`src/common/ars_pkg.sv`:
```
/*
  shared constants and carrier types of the auto-reclose sequencer.
  assumes a single 125 MHz clock and timer settings given in time-base ticks.
*/
package ars_pkg;
  // ==========================================================
  // timing
  localparam int CLK_KHZ         = 125000;             // clock rate in kHz
  localparam int TICK_MS         = 10;                 // time-base step in ms
  localparam int TICK_CYCLES_DEF = CLK_KHZ * TICK_MS;  // clocks per tick
  localparam int DEAD_MIN_MS     = 200;                // shortest dead time
  localparam int TW              = 16;                 // timer width in bits
  localparam logic [TW-1:0] DEAD_MIN_TICKS = TW'(DEAD_MIN_MS / TICK_MS);
  // ==========================================================
  // cycle count
  localparam int NCYC  = 5;                            // successive reclose cycles
  localparam int CYC_W = 3;
  localparam logic [CYC_W-1:0] CYC_LAST = CYC_W'(NCYC);
  // ==========================================================
  // routing switch bit positions
  localparam int SWB_LOW_TO_CH2  = 0;   // low-set start to trip channel
  localparam int SWB_HIGH_TO_CH2 = 1;   // high-set start to trip channel
  localparam int SWB_HIGH_TO_CH1 = 2;   // high-set start to high-set channel
  localparam int OSW_LOW_TO_SIG3 = 0;   // low-set phase start to third signal
  localparam int OSW_TRIP_TO_PH  = 1;   // phase trips to phase alarm
  localparam int OSW_EF_TO_TRIP  = 2;   // earth trip to trip output
  // ==========================================================
  // carriers
  typedef enum logic [2:0] {
    ARS_IDLE, ARS_START, ARS_OPEN, ARS_DEAD, ARS_CLOSE, ARS_RECLAIM, ARS_FINAL, ARS_LOCKOUT
  } ars_state_t;

  typedef struct packed {
    logic phLowStart;
    logic phHighStart;
    logic phLowTrip;
    logic phHighTrip;
    logic efLowStart;
    logic efHighStart;
    logic efLowTrip;
    logic efHighTrip;
  } ars_stage_t;

  typedef struct packed {
    logic                    globalEnable;
    logic [NCYC-1:0]         highsetEn;
    logic [NCYC-1:0]         phaseTripEn;
    logic [NCYC-1:0]         earthTripEn;
    logic [NCYC-1:0][TW-1:0] phaseDelay;
    logic [NCYC-1:0][TW-1:0] earthDelay;
    logic [NCYC-1:0][TW-1:0] deadTime;
    logic [TW-1:0]           reclaimTime;
  } ars_settings_t;

  typedef struct packed {
    logic [7:0] phaseStartSw;
    logic [7:0] earthStartSw;
    logic [7:0] outputSw;
    logic       efHighInfinite;
    logic       efSignalOnly;
  } ars_route_t;

  typedef struct packed {
    logic cbOpen;
    logic cbClose;
    logic tripOut;
    logic phaseAlarm;
    logic earthAlarm;
    logic signal3;
    logic earthStartSig;
    logic phaseOpInd;
    logic earthOpInd;
    logic tripEvent;
    logic seqActive;
    logic lockout;
  } ars_out_t;
endpackage

```
`src/ars_sequencer.sv`:
```
/*
  auto-reclose sequencer with start routing, timers and delayed final-trip alarms.
  assumes all inputs synchronous to clk and settings expressed in ticks of the time base.
*/
// Function
// - reclaim expiry without new start returns sequencer to idle
// - low-set start reaches sequencer only with routing bit 0 set
// - routed high-set start with disabled enable blocks all reclosing
// - global enable arms reclosing; cleared, no cycle starts from idle
// - per-cycle enables for high-set start, phase trip, earth trip
// - breaker opens after per-source starting delay; zero opens at once
// - each cycle holds breaker closing for its dead time
// - settable reclaim time bounds wait for the next start
// - store command commits entered settings to active set
// - enables decide which cycles each source may start
// - cycles exhausted with fault persisting gives final trip, no close
// - final trip raises earth or phase alarm by its cause
// - with global enable set, alarms only on final trip or signalling-only earth trip; indicator and trip event still given
// - signalling-only earth use raises earth alarm on earth trip not routed to trip output; earth trips still start cycles
// - low-set earth start signals, alarm after operate time if routed off
// - infinite earth high-set setting removes its start and trip
// - output routing bits gate third signal and phase alarm paths
// - manual close starts reclaim, blocks reclosing; taken ahead of starts in idle, interlock not checked
// - up to five cycles; dead time 0.2 s minimum in 0.01 s steps
`timescale 1ns/1ps
module ars_sequencer #(
  parameter int TICK_CYCLES = ars_pkg::TICK_CYCLES_DEF
) (
  input  wire logic                   clk,
  input  wire logic                   rst_n,
  input  wire ars_pkg::ars_stage_t    stage,
  input  wire ars_pkg::ars_route_t    route,
  input  wire ars_pkg::ars_settings_t pendingSettings,
  input  wire logic                   storeSettingsCmd,
  input  wire logic                   blockInputOne,
  input  wire logic                   blockInputTwo,
  input  wire logic                   manualClose,
  input  wire logic                   interlockOk,
  output ars_pkg::ars_out_t           outputs
);
  import ars_pkg::*;

  typedef struct packed {
    ars_state_t    state;
    logic [CYC_W-1:0] cyc;
    logic [TW-1:0] timer;
    logic [31:0]   tickCnt;
    logic          causePh;
    logic          causeEf;
    logic          manualBlk;
    logic          tripSeen;
    ars_settings_t act;
    ars_out_t      out;
  } ars_core_t;

  ars_core_t q;
  ars_core_t d;

  // ==========================================================
  // start routing
  logic efHiStart, efHiTrip, ch1, ch2, ch3, anyStart, phTrip, efTrip, blockIn;
  logic [CYC_W-1:0] idx;
  logic okPh, okEf, okHs, hsBlock, canStart, tick;
  logic [TW-1:0] startDelay, deadSet;

  assign efHiStart = stage.efHighStart & ~route.efHighInfinite;
  assign efHiTrip  = stage.efHighTrip & ~route.efHighInfinite;
  assign ch2 = stage.phLowTrip | stage.phHighTrip
             | (stage.phLowStart & route.phaseStartSw[SWB_LOW_TO_CH2])
             | (stage.phHighStart & route.phaseStartSw[SWB_HIGH_TO_CH2]);
  assign ch3 = stage.efLowTrip | efHiTrip
             | (stage.efLowStart & route.earthStartSw[SWB_LOW_TO_CH2])
             | (efHiStart & route.earthStartSw[SWB_HIGH_TO_CH2]);
  assign ch1 = (stage.phHighStart & route.phaseStartSw[SWB_HIGH_TO_CH1])
             | (efHiStart & route.earthStartSw[SWB_HIGH_TO_CH1]);
  assign anyStart = ch1 | ch2 | ch3;
  assign phTrip   = stage.phLowTrip | stage.phHighTrip;
  assign efTrip   = stage.efLowTrip | efHiTrip;
  assign blockIn  = blockInputOne | blockInputTwo;

  assign idx      = (q.cyc < CYC_LAST) ? q.cyc : '0;
  assign okPh     = ch2 & q.act.phaseTripEn[idx];
  assign okEf     = ch3 & q.act.earthTripEn[idx];
  assign okHs     = ch1 & q.act.highsetEn[idx];
  assign hsBlock  = ch1 & ~q.act.highsetEn[idx];
  assign canStart = (q.cyc < CYC_LAST) & (okPh | okEf | okHs) & ~hsBlock;
  // earth delay applies only when the earth channel alone starts
  assign startDelay = (okPh | okHs) ? q.act.phaseDelay[idx] : q.act.earthDelay[idx];
  assign deadSet = (q.act.deadTime[idx] < DEAD_MIN_TICKS) ? DEAD_MIN_TICKS
                                                           : q.act.deadTime[idx];
  assign tick = (q.tickCnt == 32'(TICK_CYCLES - 1));

  // ==========================================================
  // next-state logic
  always_comb begin
    d = q;
    d.tickCnt  = tick ? '0 : q.tickCnt + 32'h1;
    d.tripSeen = phTrip | efTrip;
    if (storeSettingsCmd) begin
      d.act = pendingSettings;
    end
    case (q.state)
      ARS_IDLE: begin
        d.cyc = '0;
        if (manualClose) begin
          d.state     = ARS_RECLAIM;
          d.timer     = q.act.reclaimTime;
          d.manualBlk = 1'b1;
        end else if (q.act.globalEnable && anyStart) begin
          d.causePh = ch1 | ch2;
          d.causeEf = ch3;
          if (blockIn || hsBlock) begin
            d.state = ARS_FINAL;
          end else if (canStart) begin
            d.state = ARS_START;
            d.timer = startDelay;
          end
        end
      end
      ARS_START: begin
        if (blockIn || hsBlock) begin
          d.state = ARS_FINAL;
        end else if (!anyStart) begin
          d.state = (q.cyc == '0) ? ARS_IDLE : ARS_RECLAIM;
          d.timer = q.act.reclaimTime;
        end else if (q.timer == '0) begin
          if (interlockOk) begin
            d.state = ARS_OPEN;
          end
        end else if (tick) begin
          d.timer = q.timer - TW'(1);
        end
      end
      ARS_OPEN: begin
        d.state = ARS_DEAD;
        d.timer = deadSet;
      end
      ARS_DEAD: begin
        if (blockIn) begin
          d.state = ARS_FINAL;
        end else if (q.timer == '0) begin
          if (interlockOk) begin
            d.state = ARS_CLOSE;
          end
        end else if (tick) begin
          d.timer = q.timer - TW'(1);
        end
      end
      ARS_CLOSE: begin
        d.state = ARS_RECLAIM;
        d.timer = q.act.reclaimTime;
        d.cyc   = q.cyc + CYC_W'(1);
      end
      ARS_RECLAIM: begin
        if (anyStart) begin
          d.causePh = ch1 | ch2;
          d.causeEf = ch3;
          if (blockIn || q.manualBlk || !canStart) begin
            d.state = ARS_FINAL;
          end else begin
            d.state = ARS_START;
            d.timer = startDelay;
          end
        end else if (q.timer == '0) begin
          d.state     = ARS_IDLE;
          d.cyc       = '0;
          d.manualBlk = 1'b0;
        end else if (tick) begin
          d.timer = q.timer - TW'(1);
        end
      end
      ARS_FINAL: begin
        d.state = ARS_LOCKOUT;
      end
      ARS_LOCKOUT: begin
        if (manualClose) begin
          d.state     = ARS_RECLAIM;
          d.timer     = q.act.reclaimTime;
          d.cyc       = '0;
          d.manualBlk = 1'b1;
          d.causePh   = 1'b0;
          d.causeEf   = 1'b0;
        end
      end
      default: begin
        d.state = ARS_IDLE;
      end
    endcase
    d.out.cbOpen    = (d.state == ARS_OPEN) | (d.state == ARS_FINAL);
    d.out.cbClose   = (d.state == ARS_CLOSE);
    d.out.lockout   = (d.state == ARS_LOCKOUT);
    d.out.seqActive = (d.state != ARS_IDLE) & (d.state != ARS_LOCKOUT);
    d.out.tripOut   = phTrip | (efTrip & route.outputSw[OSW_EF_TO_TRIP]);
    // alarms by cause on final trip, on trips while globally disabled, earth alarm on signalling-only earth trip
    d.out.phaseAlarm = route.outputSw[OSW_TRIP_TO_PH]
                     & ((d.out.lockout & d.causePh) | (phTrip & ~d.act.globalEnable));
    d.out.earthAlarm = (d.out.lockout & d.causeEf)
                     | (efTrip & ~d.act.globalEnable)
                     | (efTrip & route.efSignalOnly & ~route.outputSw[OSW_EF_TO_TRIP]);
    d.out.signal3       = stage.phLowStart & route.outputSw[OSW_LOW_TO_SIG3];
    d.out.earthStartSig = stage.efLowStart;
    d.out.phaseOpInd = phTrip;
    d.out.earthOpInd = efTrip;
    d.out.tripEvent  = (phTrip | efTrip) & ~q.tripSeen;
  end

  // ==========================================================
  // state register
  always_ff @(posedge clk) begin
    if (!rst_n) begin
      q <= '0;
    end else begin
      q <= d;
    end
  end

  assign outputs = q.out;
endmodule

```
`config.mk`:
```
export PLATFORM = sky130hd
export DESIGN_NAME = ars_sequencer
export DESIGN_NICKNAME = d
export VERILOG_FILES = /design/src/common/ars_pkg.sv /design/src/ars_sequencer.sv
export SDC_FILE = /design/constraint.sdc
export NUM_CORES = 1
export LEC_CHECK = 0
export ABC_AREA = 1
export BUFFER_PORTS_ARGS = -buffer_cell sky130_fd_sc_hd__buf_2
export CORE_ASPECT_RATIO = 0.7
export CORE_UTILIZATION = 55
export CTS_CLUSTER_SIZE = 20
export DETAILED_ROUTE_END_ITERATION = 16
export HOLD_SLACK_MARGIN = 0.08
export PLACE_DENSITY_LB_ADDON = 0.12
export SYNTH_ARGS = -nofsm -noshare
export SYNTH_HDL_FRONTEND = slang
export SYNTH_SLANG_ARGS = --single-unit
```
`constraint.sdc`:
```
create_clock -name clk -period 3.15 [get_ports clk]
set_clock_uncertainty 0.2 [all_clocks]
set_input_delay 0.63 -clock clk [delete_from_list [all_inputs] [get_ports clk]]
set_output_delay 0.63 -clock clk [all_outputs]
set_load 0.05 [all_outputs]
```
==> metrics.cfg, run 1 <==
[finish]
fin_area_um2 = 19700
areaGrowthSynthToFinish_pct = 17.8
drive_above_1_share_pct = 16.4
nets = 3119
final_common_cell = nor2_1
post-route-util_pct = 65.9
most-common-layout-cells = nor2_1, nand2_1, dfxtp_1

[power]
p_leak_nw = 9.15
p_int_mw = 8.97
ir_drop_mv = 0.412
pwr-share-clk_pct = 27.9
power_per_cell_area_nw_per_um2 = 753
sequentialPowerShare_pct = 33.7
p_sw_mw = 5.89
swShare_pct = 39.6
combPwrFrac_pct = 38.4

[global_routing]
grt-ovfl-total = 0
grt_pass1_wl_um = 83800
grt.total_usage_pct = 33.7
use_met3_pct = 6.25
grt_start_max_net_pins = 202
busiest_layer = met2
grt_pass1_vias = 16098
grt_use_met1_pct = 49.4
use_met2_pct = 52.0
antenna_found_initial = 1

[sta]
worst_slack_ps = 268
grt_setup_unrepaired = false
finalHoldViolCount = 0
fin_crit_sh_pct = 91.5
final.min_clock_period_ps = 2880
setup_violations = 0
slew-limit-headroom_pct = 43.1
hold_ws_ps = 106
fmax_mhz = 347
fin_tns_setup_ps = 0
drv_slew = 0
max_slew.worst_pin.slew_ps = 853

[die]
coreArea_um2 = 30000
start_util_pct = 55.9
num_io_pins = 325
die_y_um = 148
chipWidth_um = 211
rows = 53
dieArea_um2 = 31200

[routing]
drt_wl_total_um = 53100
via_per_inst = 5.42
drt_iter0_drc = 2031
ant_nets = 0
firstDrtPassIters = 9
vias = 17530
route.detailed.drc = 0
wire_per_inst_um = 16.4

[setup_path]
start_kind = register
cp_max_fo = 45
critPathKind = reg -> reg
reg2reg_from = q[338]
crit_path_cell_trace = inv_2 > nand2_4 > buf_12 > nand2_1 > nand2_1 > nand2_1 > nand2_1 > nand2_1 > nand2_1 > nand3_2 > nand3_1 > nand2_1 > inv_2 > nor2_8 > buf_12 > o21ai_1 > nor2_1
slowest_delay_ps = 470
critPathSlowestCell = dfxtp_1
crit_required_ps = 3360
ff2ff_setup_slack_ps = 270
crit_top_cell = nand2_1
r2r_end = q[329]
end_kind = register
arrival_ps = 3100
reg2reg_depth = 17

[synth]
ys_ff_latch = 342
yosysSeqAreaShare_pct = 40.8
ys.warnings.count = 0
postSynthCellCount = 2565
synth.distinct_cells = 47
syn-num-nets = 2882
synth_area_per_cell_um2 = 6.54
syn-cell-area_um2 = 16800

[cts]
clock_latency_ps = 530
clk_pin_slew_ps = 60
postCtsHoldBufs = 0
cts_buffer_depth = 3
numClockSinks = 342
cts_setup_buffers = 0
cts-root-buf = clkbuf_16
post_cts_resized = 0
htreeDepth = 2
cts_buffers = 35
cts_tree = built

[place]
placed_cell_area_um2 = 18600
io_buffers = 309
gp_congestion = 0.935
detailedPlace.worstSlack_ps = 171
place_hpwl_um = 37800

[status]
status = finished clean

[min_path]
hp-start = stage[3]
min_to = outputs[5]
hp-class = in -> reg
hold_depth = 3

[job]
cap_violations = 0

==> worst max path at each step <==
stage	startpoint	to	slack (ps)	cells past startpoint
final	q[338]	q[329]	270	17
after detailed placement	route[1]	q[329]	170	18
after global routing	q[336]	q[332]	3	14
after global placement	route[1]	q[335]	210	18
after floorplan	route[1]	q[333]	660	17
after CTS	q[338]	q[329]	340	17
==> state kept, by name, indices dropped and copies added, names as in the netlist <==
register,count
q,330
outputs,12
==> power by group through the flow <==
stage | logic (mW) | clock network [mW] | registers, mW
2_1_floorplan | 3.89 | 0 | 4.97
3_3_place_gp | 5.55 | 0 | 5.08
3_5_place_dp | 5.59 | 0 | 5.09
4_1_cts | 5.62 | 4.18 | 5.00
5_1_grt | 6.31 | 4.38 | 5.04
6_report | 5.71 | 4.14 | 5.01
==> cells by family after synthesis <==
| family | count (synthesis) | share of synthesized area, % |
|---|---|---|
| AOI/OAI and AO/OA | 533 | 16.7 |
| buffers and inverters | 349 | 8.78 |
| xor gates and xnor gates | 18 | 0.940 |
| and+or+nand+nor | 1319 | 32.5 |
| adders and majority gates | 4 | 0.298 |
| DFF | 342 | 40.8 |
==> area by class of cell <==
type | instances | area (um^2)
Inverter | 182 | 691
Clock buffer | 52 | 1030
Multi-Input combinational cell | 1874 | 8460
Sequential cell | 342 | 6850
Antenna cell | 1 | 2.50
Tap cell | 412 | 515
Clock inverter | 5 | 78.8
Timing Repair Buffer | 367 | 2130
Fill cell | 2797 | 10200
==> critical path, delay by kind of cell, from the launching register on <==
kind	cells	cell delay [ps]
DFF	1	470
buffers and inverters	4	700
and+or+nand+nor	12	1200
AOI/OAI and AO/OA	1	140
==> Yosys cell counts, drive strengths merged <==
cell type    n  area (um^2)
a31o         1         8.76
a21o         1         7.51
xnor2        4         35.0
a31oi       12         75.1
nand2      523         1980
o211ai      12         90.1
buf         64          403
a21oi      136          699
a21boi       2         15.0
nand3b       1         7.51
a221oi       1         8.76
o21ai      355         1780
o2111ai      2         17.5
a22oi        2         15.0
a22o         1         8.76
nor3b        6         45.0
o21bai       1         7.51
nor2       567         2190
nand3      146          766
nor3        35          190
o22ai        3         32.5
nor4         5         37.5
nand4       27          169
clkbuf     103          387
dfxtp      342         6850
or2          8         50.1
and3         1         6.26
xor2        14          123
o21a         2         15.0
a211oi       2         15.0
ha           4         50.1
inv        182          683
==> metrics by stage <==
step	std cells	power, mW
5_1_grt	3235	15.7
3_3_place_gp	3177	10.6
2_1_floorplan	2565	8.86
3_5_place_dp	3177	10.7
4_1_cts	3234	14.8
6_report	3235	14.9
==> per-layer routing <==
metal	up-vias	share of wire (%)
li1	8738	-
met1	8070	46
met2	667	44
met3	55	8.5
met4	0	1.4
met5	-	0
Power figures use the tool's default switching activity.
==> run 2, diff against run 1 <==
--- a/config.mk
+++ b/config.mk
@@ -5,10 +5,9 @@
 export SDC_FILE = /design/constraint.sdc
 export NUM_CORES = 1
 export LEC_CHECK = 0
-export ABC_AREA = 1
 export BUFFER_PORTS_ARGS = -buffer_cell sky130_fd_sc_hd__buf_2
 export CORE_ASPECT_RATIO = 0.7
-export CORE_UTILIZATION = 55
+export CORE_UTILIZATION = 46
 export CTS_CLUSTER_SIZE = 20
 export DETAILED_ROUTE_END_ITERATION = 16
 export HOLD_SLACK_MARGIN = 0.08
==> constraint.sdc (replaced) <==
create_clock -name clk -period 3.7 [get_ports clk]
set_clock_uncertainty 0.2 [all_clocks]
set_input_delay 0.74 -clock clk [delete_from_list [all_inputs] [get_ports clk]]
set_output_delay 0.74 -clock clk [all_outputs]
set_load 0.05 [all_outputs]
==> run 2 against run 1 <==
- sequential cell count unchanged
- die area is 14% higher
- cell area down 2.7%
- largest power group is now sequential cells
- critical path type unchanged
- critical endpoint is now q[328]
- routed wire length shrank 8.2%
==> metrics.cfg, run 2 <==
[place]
detailedPlace.worstSlack_ps = 297  ; +127 ps
place_hpwl_um = 35500  ; -6.1%
io_buffers = 309  ; unchanged
gp_congestion = 0.948  ; +1.4%

[finish]
areaGrowthSynthToFinish_pct = 19.9
drive_above_1_share_pct = 23.9  ; +7.5 points
largest_reg_flops = 330  ; unchanged
regMostFlops = q
final_common_cell = nor2_1
most-common-layout-cells = nor2_1, dfxtp_1, mux2i_1
nets = 2280  ; -27%

[routing]
vias = 13507  ; -23%
route.detailed.drc = 0  ; unchanged
firstDrtPassIters = 6  ; -3
wire_per_inst_um = 19.8  ; +21%
ant_nets = 0  ; unchanged
drt_wl_total_um = 48700  ; -8.2%
drt_iter0_drc = 1014  ; -50%
via_per_inst = 5.49  ; +1.3%

[status]
status = finished clean

[synth]
syn-num-nets = 2014  ; -30%
synth.most_common_cell = nor2_1
async_reset_ff_share_pct = 0  ; unchanged
yosysTopAreaCellShare_pct = 42.7  ; +1.9 points
syn-cell-area_um2 = 16000  ; -4.4%
ys_top_cells_by_count = nor2_1, dfxtp_1, mux2i_1
synth_edf_count = 0  ; unchanged
synth_top_family_by_area = multiplexers
synth_ff_type = dfxtp_1
synth.distinct_cells = 87  ; +85%
synth_fa_ha_area_share_pct = 0.500  ; +0.20 points
synth_compound_area_share_pct = 9.74  ; -6.9 points
postSynthCellCount = 1697  ; -34%
yosys.area.top_type = dfxtp_1
synth_xor_area_share_pct = 2.13  ; +1.2 points
synthMuxAreaShare_pct = 24.6  ; +25 points
yosysSeqAreaShare_pct = 42.7  ; +1.9 points
synthTopCellsByArea = dfxtp_1, mux2i_1, nor2_1
synth_area_per_cell_um2 = 9.45  ; +44%
synth_simple_gate_area_share_pct = 16.1  ; -16 points
ys_ff_latch = 342  ; unchanged
ys.warnings.count = 0  ; unchanged

[die]
num_io_pins = 325  ; unchanged
chipWidth_um = 225  ; +6.8%
rows = 56  ; +5.7%
dieArea_um2 = 35600  ; +14%
die_y_um = 158  ; +6.8%
coreArea_um2 = 33900  ; +13%
start_util_pct = 47.3  ; -8.7 points

[sta]
max_slew.worst_pin.slew_ps = 963  ; +109 ps
drv_slew = 0  ; unchanged
setup_violations = 0  ; unchanged
fmax_mhz = 314  ; -9.5%
final.min_clock_period_ps = 3190  ; +303 ps
fin_tns_setup_ps = 0  ; unchanged
slew-limit-headroom_pct = 35.3  ; -7.8 points
finalHoldViolCount = 0  ; unchanged
fin_crit_sh_pct = 86.1  ; -5.4 points
hold_ws_ps = 183  ; +77.2 ps
worst_slack_ps = 515  ; +247 ps
grt_setup_unrepaired = false

[setup_path]
slowest_delay_ps = 530  ; +60 ps
critPathKind = reg -> reg
reg2reg_depth = 9  ; -8
crit_path_cell_trace = mux4_2 > nand2b_1 > o211ai_1 > and2_2 > buf_4 > mux2i_1 > mux2i_1 > a221oi_1 > o22ai_1
cp_max_fo = 11  ; -76%
crit_required_ps = 3880  ; +520 ps
start_kind = register
arrival_ps = 3370  ; +270 ps
end_kind = register
crit_family = multiplexers
crit_top_cell = mux2i_1
path_buf_inv = 1  ; -3
cp.depth = 9  ; -8
critPathSlowestCell = mux4_2

[cts]
numClockSinks = 342  ; unchanged
cts_buffer_depth = 3  ; unchanged
postCtsHoldBufs = 0  ; unchanged
cts_buffers = 35  ; unchanged
cts_tree = built
cts_setup_buffers = 0  ; unchanged
clk_pin_slew_ps = 60  ; about the same
cts-root-buf = clkbuf_16
post_cts_resized = 0  ; unchanged
clock_latency_ps = 540  ; about the same
htreeDepth = 2  ; unchanged

[global_routing]
grt_pass1_vias = 12846  ; -20%
grt.total_usage_pct = 27.1  ; -6.7 points
grt_start_max_net_pins = 122  ; -40%
grt_pass1_wl_um = 74100  ; -12%
antenna_found_initial = 20  ; +19
grt-ovfl-total = 0  ; unchanged

[power]
p_leak_nw = 8.67  ; -5.2%
ir_drop_mv = 0.393  ; -4.6%
power_per_cell_area_nw_per_um2 = 566  ; -25%

[job]
cap_violations = 0  ; unchanged

[min_path]
hold_depth = 1  ; -2
hp-class = reg -> reg

-- run 2: cell count changes after synthesis, moves of 15 or more --
cell	previous run	this run
a21oi_1	131	39
buf_1	11	31
clkbuf_1	103	59
inv_1	174	14
mux2i_1	0	313
mux4_2	0	29
nand2_1	515	80
nand3_1	139	25
nor2_1	561	352
nor3_1	32	17
o21ai_0	329	61
o21ai_1	26	2
-- run 2: area by class of cell --
| class | instances | area [um^2] |
|---|---|---|
| inverters | 17 | 71.3 |
| flip-flops and latches | 342 | 6850 |
| diodes | 10 | 25.0 |
| multi-input cells | 1212 | 8520 |
| fillers | 3103 | 14700 |
| well taps | 464 | 581 |
| clock buffers | 51 | 1030 |
| repair buffers | 355 | 1980 |
| clock inverters | 10 | 165 |
-- run 2: metrics by stage --
stage                     power (mW)  utilization [%]  instances  cell area (um^2)
after floorplan                 6.28                -       1697             16000
after global placement          7.15             53.1       2390             18000
after detailed placement        7.18             53.1       2390             18000
after CTS                       10.9             56.6       2451             19200
after global routing            11.4             56.6       2456             19200
final                           10.9             56.7       2461             19200
-- run 2: path summary, 6_finish.rpt --
kind	from	endpoint	slack, ps
min reg2reg	q[284]	outputs[2]	180
max reg2reg	q[336]	q[328]	510
max	q[336]	q[328]	510
min	q[284]	outputs[2]	180
-- run 2: metal layers --
layer | wire (um) | track usage [%]
met4 | 934 | 7.16
met5 | 123 | 0
met1 | 23500 | 38.7
met2 | 20800 | 40.4
met3 | 3350 | 6.66
-- run 2: worst register-to-register path, delay by kind of cell, from the launching register on --
kind / cells / cell delay, ps
AOI/OAI and AO/OA: 3 / 530
buffers and inverters: 1 / 270
DFF: 1 / 410
muxes: 3 / 1000
and+or+nand+nor: 2 / 590
-- run 2: power breakdown --
group	total, mW	switching, mW	internal (mW)
Combinational	2.93	1.75	1.19
Clock	3.71	1.50	2.21
Sequential	4.22	0.235	3.99
-- run 2: kinds of logic after synthesis --
kind of cell | Yosys count
and+or+nand+nor | 583
muxes | 356
DFF | 342
AOI/OAI and AO/OA | 227
buffers and inverters | 143
xor gates and xnor gates | 39
adders and majority gates | 7
==> run 3, diff against run 2 <==
--- a/config.mk
+++ b/config.mk
@@ -7,7 +7,8 @@
 export LEC_CHECK = 0
 export BUFFER_PORTS_ARGS = -buffer_cell sky130_fd_sc_hd__buf_2
 export CORE_ASPECT_RATIO = 0.7
-export CORE_UTILIZATION = 46
+export CORE_UTILIZATION = 60
+export CTS_BUF_LIST = sky130_fd_sc_hd__clkbuf_16
 export CTS_CLUSTER_SIZE = 20
 export DETAILED_ROUTE_END_ITERATION = 16
 export HOLD_SLACK_MARGIN = 0.08
==> run 3 against run 2 <==
- die area is 23% lower
- routed wire length is 3.9% lower
- critical path depth stayed put
- fmax is 4.5% lower
- non-clock buffer count is 1 lower
- register-to-register slack worse by 150 ps
- utilization is 17 points higher
- hold slack worse by 3.3 ps
- critical path type unchanged
- largest power group unchanged
==> metrics.cfg, run 3 (synthesis gave the netlist of run 2 again) <==
[finish]
final_common_cell = nor2_1
largest_reg_flops = 330  ; unchanged
nets = 2278  ; -0.088%
most-common-layout-cells = nor2_1, dfxtp_1, mux2i_1
drive_above_1_share_pct = 23.6  ; -0.27 points
instances_no_fill = 2356  ; -4.3%
areaGrowthSynthToFinish_pct = 18.7
regMostFlops = q

[die]
chipWidth_um = 197  ; -12%
start_util_pct = 61.8  ; +15 points
die_y_um = 139  ; -12%
num_io_pins = 325  ; unchanged
dieArea_um2 = 27400  ; -23%
coreArea_um2 = 25900  ; -24%
rows = 49  ; -13%

[sta]
drv_slew = 0  ; unchanged
hold_ws_ps = 179  ; -3.32 ps
setup_violations = 0  ; unchanged
fin_crit_sh_pct = 90.1  ; +4.0 points
slew-limit-headroom_pct = 25.8  ; -9.5 points
grt_setup_unrepaired = false
final.min_clock_period_ps = 3330  ; +149 ps
fmax_mhz = 300  ; -4.5%
fin_tns_setup_ps = 0  ; unchanged
finalHoldViolCount = 0  ; unchanged
max_slew.worst_pin.slew_ps = 1110  ; +150 ps

[routing]
drt_wl_total_um = 46800  ; -3.9%
wire_per_inst_um = 19.9  ; +0.35%
drt_iter0_drc = 1235  ; +22%
vias = 14039  ; +3.9%
ant_nets = 0  ; unchanged
firstDrtPassIters = 6  ; unchanged
via_per_inst = 5.96  ; +8.6%
route.detailed.drc = 0  ; unchanged

[job]
cap_violations = 0  ; unchanged

[setup_path]
end_kind = register
crit_path_cell_trace = or3b_1 > a211o_1 > o211ai_2 > and2_2 > buf_4 > mux2i_1 > o21ai_1 > a2111oi_0 > o32ai_1
critPathSlowestCell = a2111oi_0
path_buf_inv = 1  ; unchanged
crit_family = compound AO/OA/AOI/OAI gates
start_kind = register
critPathKind = reg -> reg
cp_max_fo = 21  ; +10
crit_required_ps = 3890  ; about the same
slowest_delay_ps = 510  ; -20 ps
arrival_ps = 3530  ; +160 ps

[power]
p_leak_nw = 8.65  ; -0.17%
power_per_cell_area_nw_per_um2 = 565  ; -0.20%
ir_drop_mv = 0.455  ; +16%

[global_routing]
grt-ovfl-total = 0  ; unchanged
grt.total_usage_pct = 33.7  ; +6.6 points
grt_pass1_wl_um = 72200  ; -2.6%
antenna_found_initial = 16  ; -20%
grt_start_max_net_pins = 143  ; +17%
grt_pass1_vias = 13119  ; +2.1%

[cts]
numClockSinks = 342  ; unchanged
htreeDepth = 2  ; unchanged
cts-root-buf = clkbuf_16
postCtsHoldBufs = 0  ; unchanged
clk_pin_slew_ps = 60  ; about the same
cts_buffers = 34  ; -2.9%
cts_tree = built
cts_buffer_depth = 3  ; unchanged
post_cts_resized = 0  ; unchanged
clock_latency_ps = 530  ; about the same
cts_setup_buffers = 0  ; unchanged

[status]
status = finished clean

[place]
dp.cells = 2282  ; -4.5%
io_buffers = 309  ; unchanged
place_hpwl_um = 33800  ; -4.7%
gp_congestion = 0.947  ; -0.19%

[min_path]
hp-class = reg -> reg

run 3: cell types whose count changed in the layout (fill, tap and decap cells not counted), sizes merged:
cell,previous run,this run
clkinv,7,14
bufinv,4,6
diode,10,15
clkbuf,51,34
buf,355,354
inv,16,22
run 3: layout make-up:
type	count	area, um^2
multi-input cells	1212	8520
clock inverters	25	280
inverters	17	71.3
repair buffers	354	1970
well taps	357	447
clock buffers	34	851
flip-flops and latches	342	6850
diodes	15	37.5
fillers	1959	6910
run 3: per-stage QoR:
step	total power, mW	setup WS, ps	util, %	cell area [um^2]
after global routing	11.2	267	73.3	19000
after detailed placement	7.13	307	68.9	17900
after global placement	7.09	289	68.9	17900
after CTS	10.7	417	73.2	19000
after floorplan	6.28	870	-	16000
final	10.7	366	73.4	19000
run 3: report_power, final:
group          internal [mW]  total (mW)  leakage, nW  switching (mW)
sequential              3.99        4.25         2.82           0.263
clock                   2.10        3.58        0.575            1.48
combinational           1.19        2.91         5.26            1.72
run 3: worst paths after layout:
| path | endpoint | from | slack [ps] | cells after the start |
|---|---|---|---|---|
| setup reg to reg | q[322] | q[338] | 370 | 9 |
| hold reg to reg | outputs[2] | q[284] | 180 | 1 |
| setup / recovery | q[322] | q[338] | 370 | 9 |
| hold / removal | outputs[2] | q[284] | 180 | 1 |
run 3: metal layers:
layer,part of all wire (%),GRT usage (%),up-vias
li1,-,-,6583
met1,45,48.7,6715
met2,43,49.3,647
met3,9.6,8.10,90
met4,2.4,10.7,4
met5,0.047,0,-
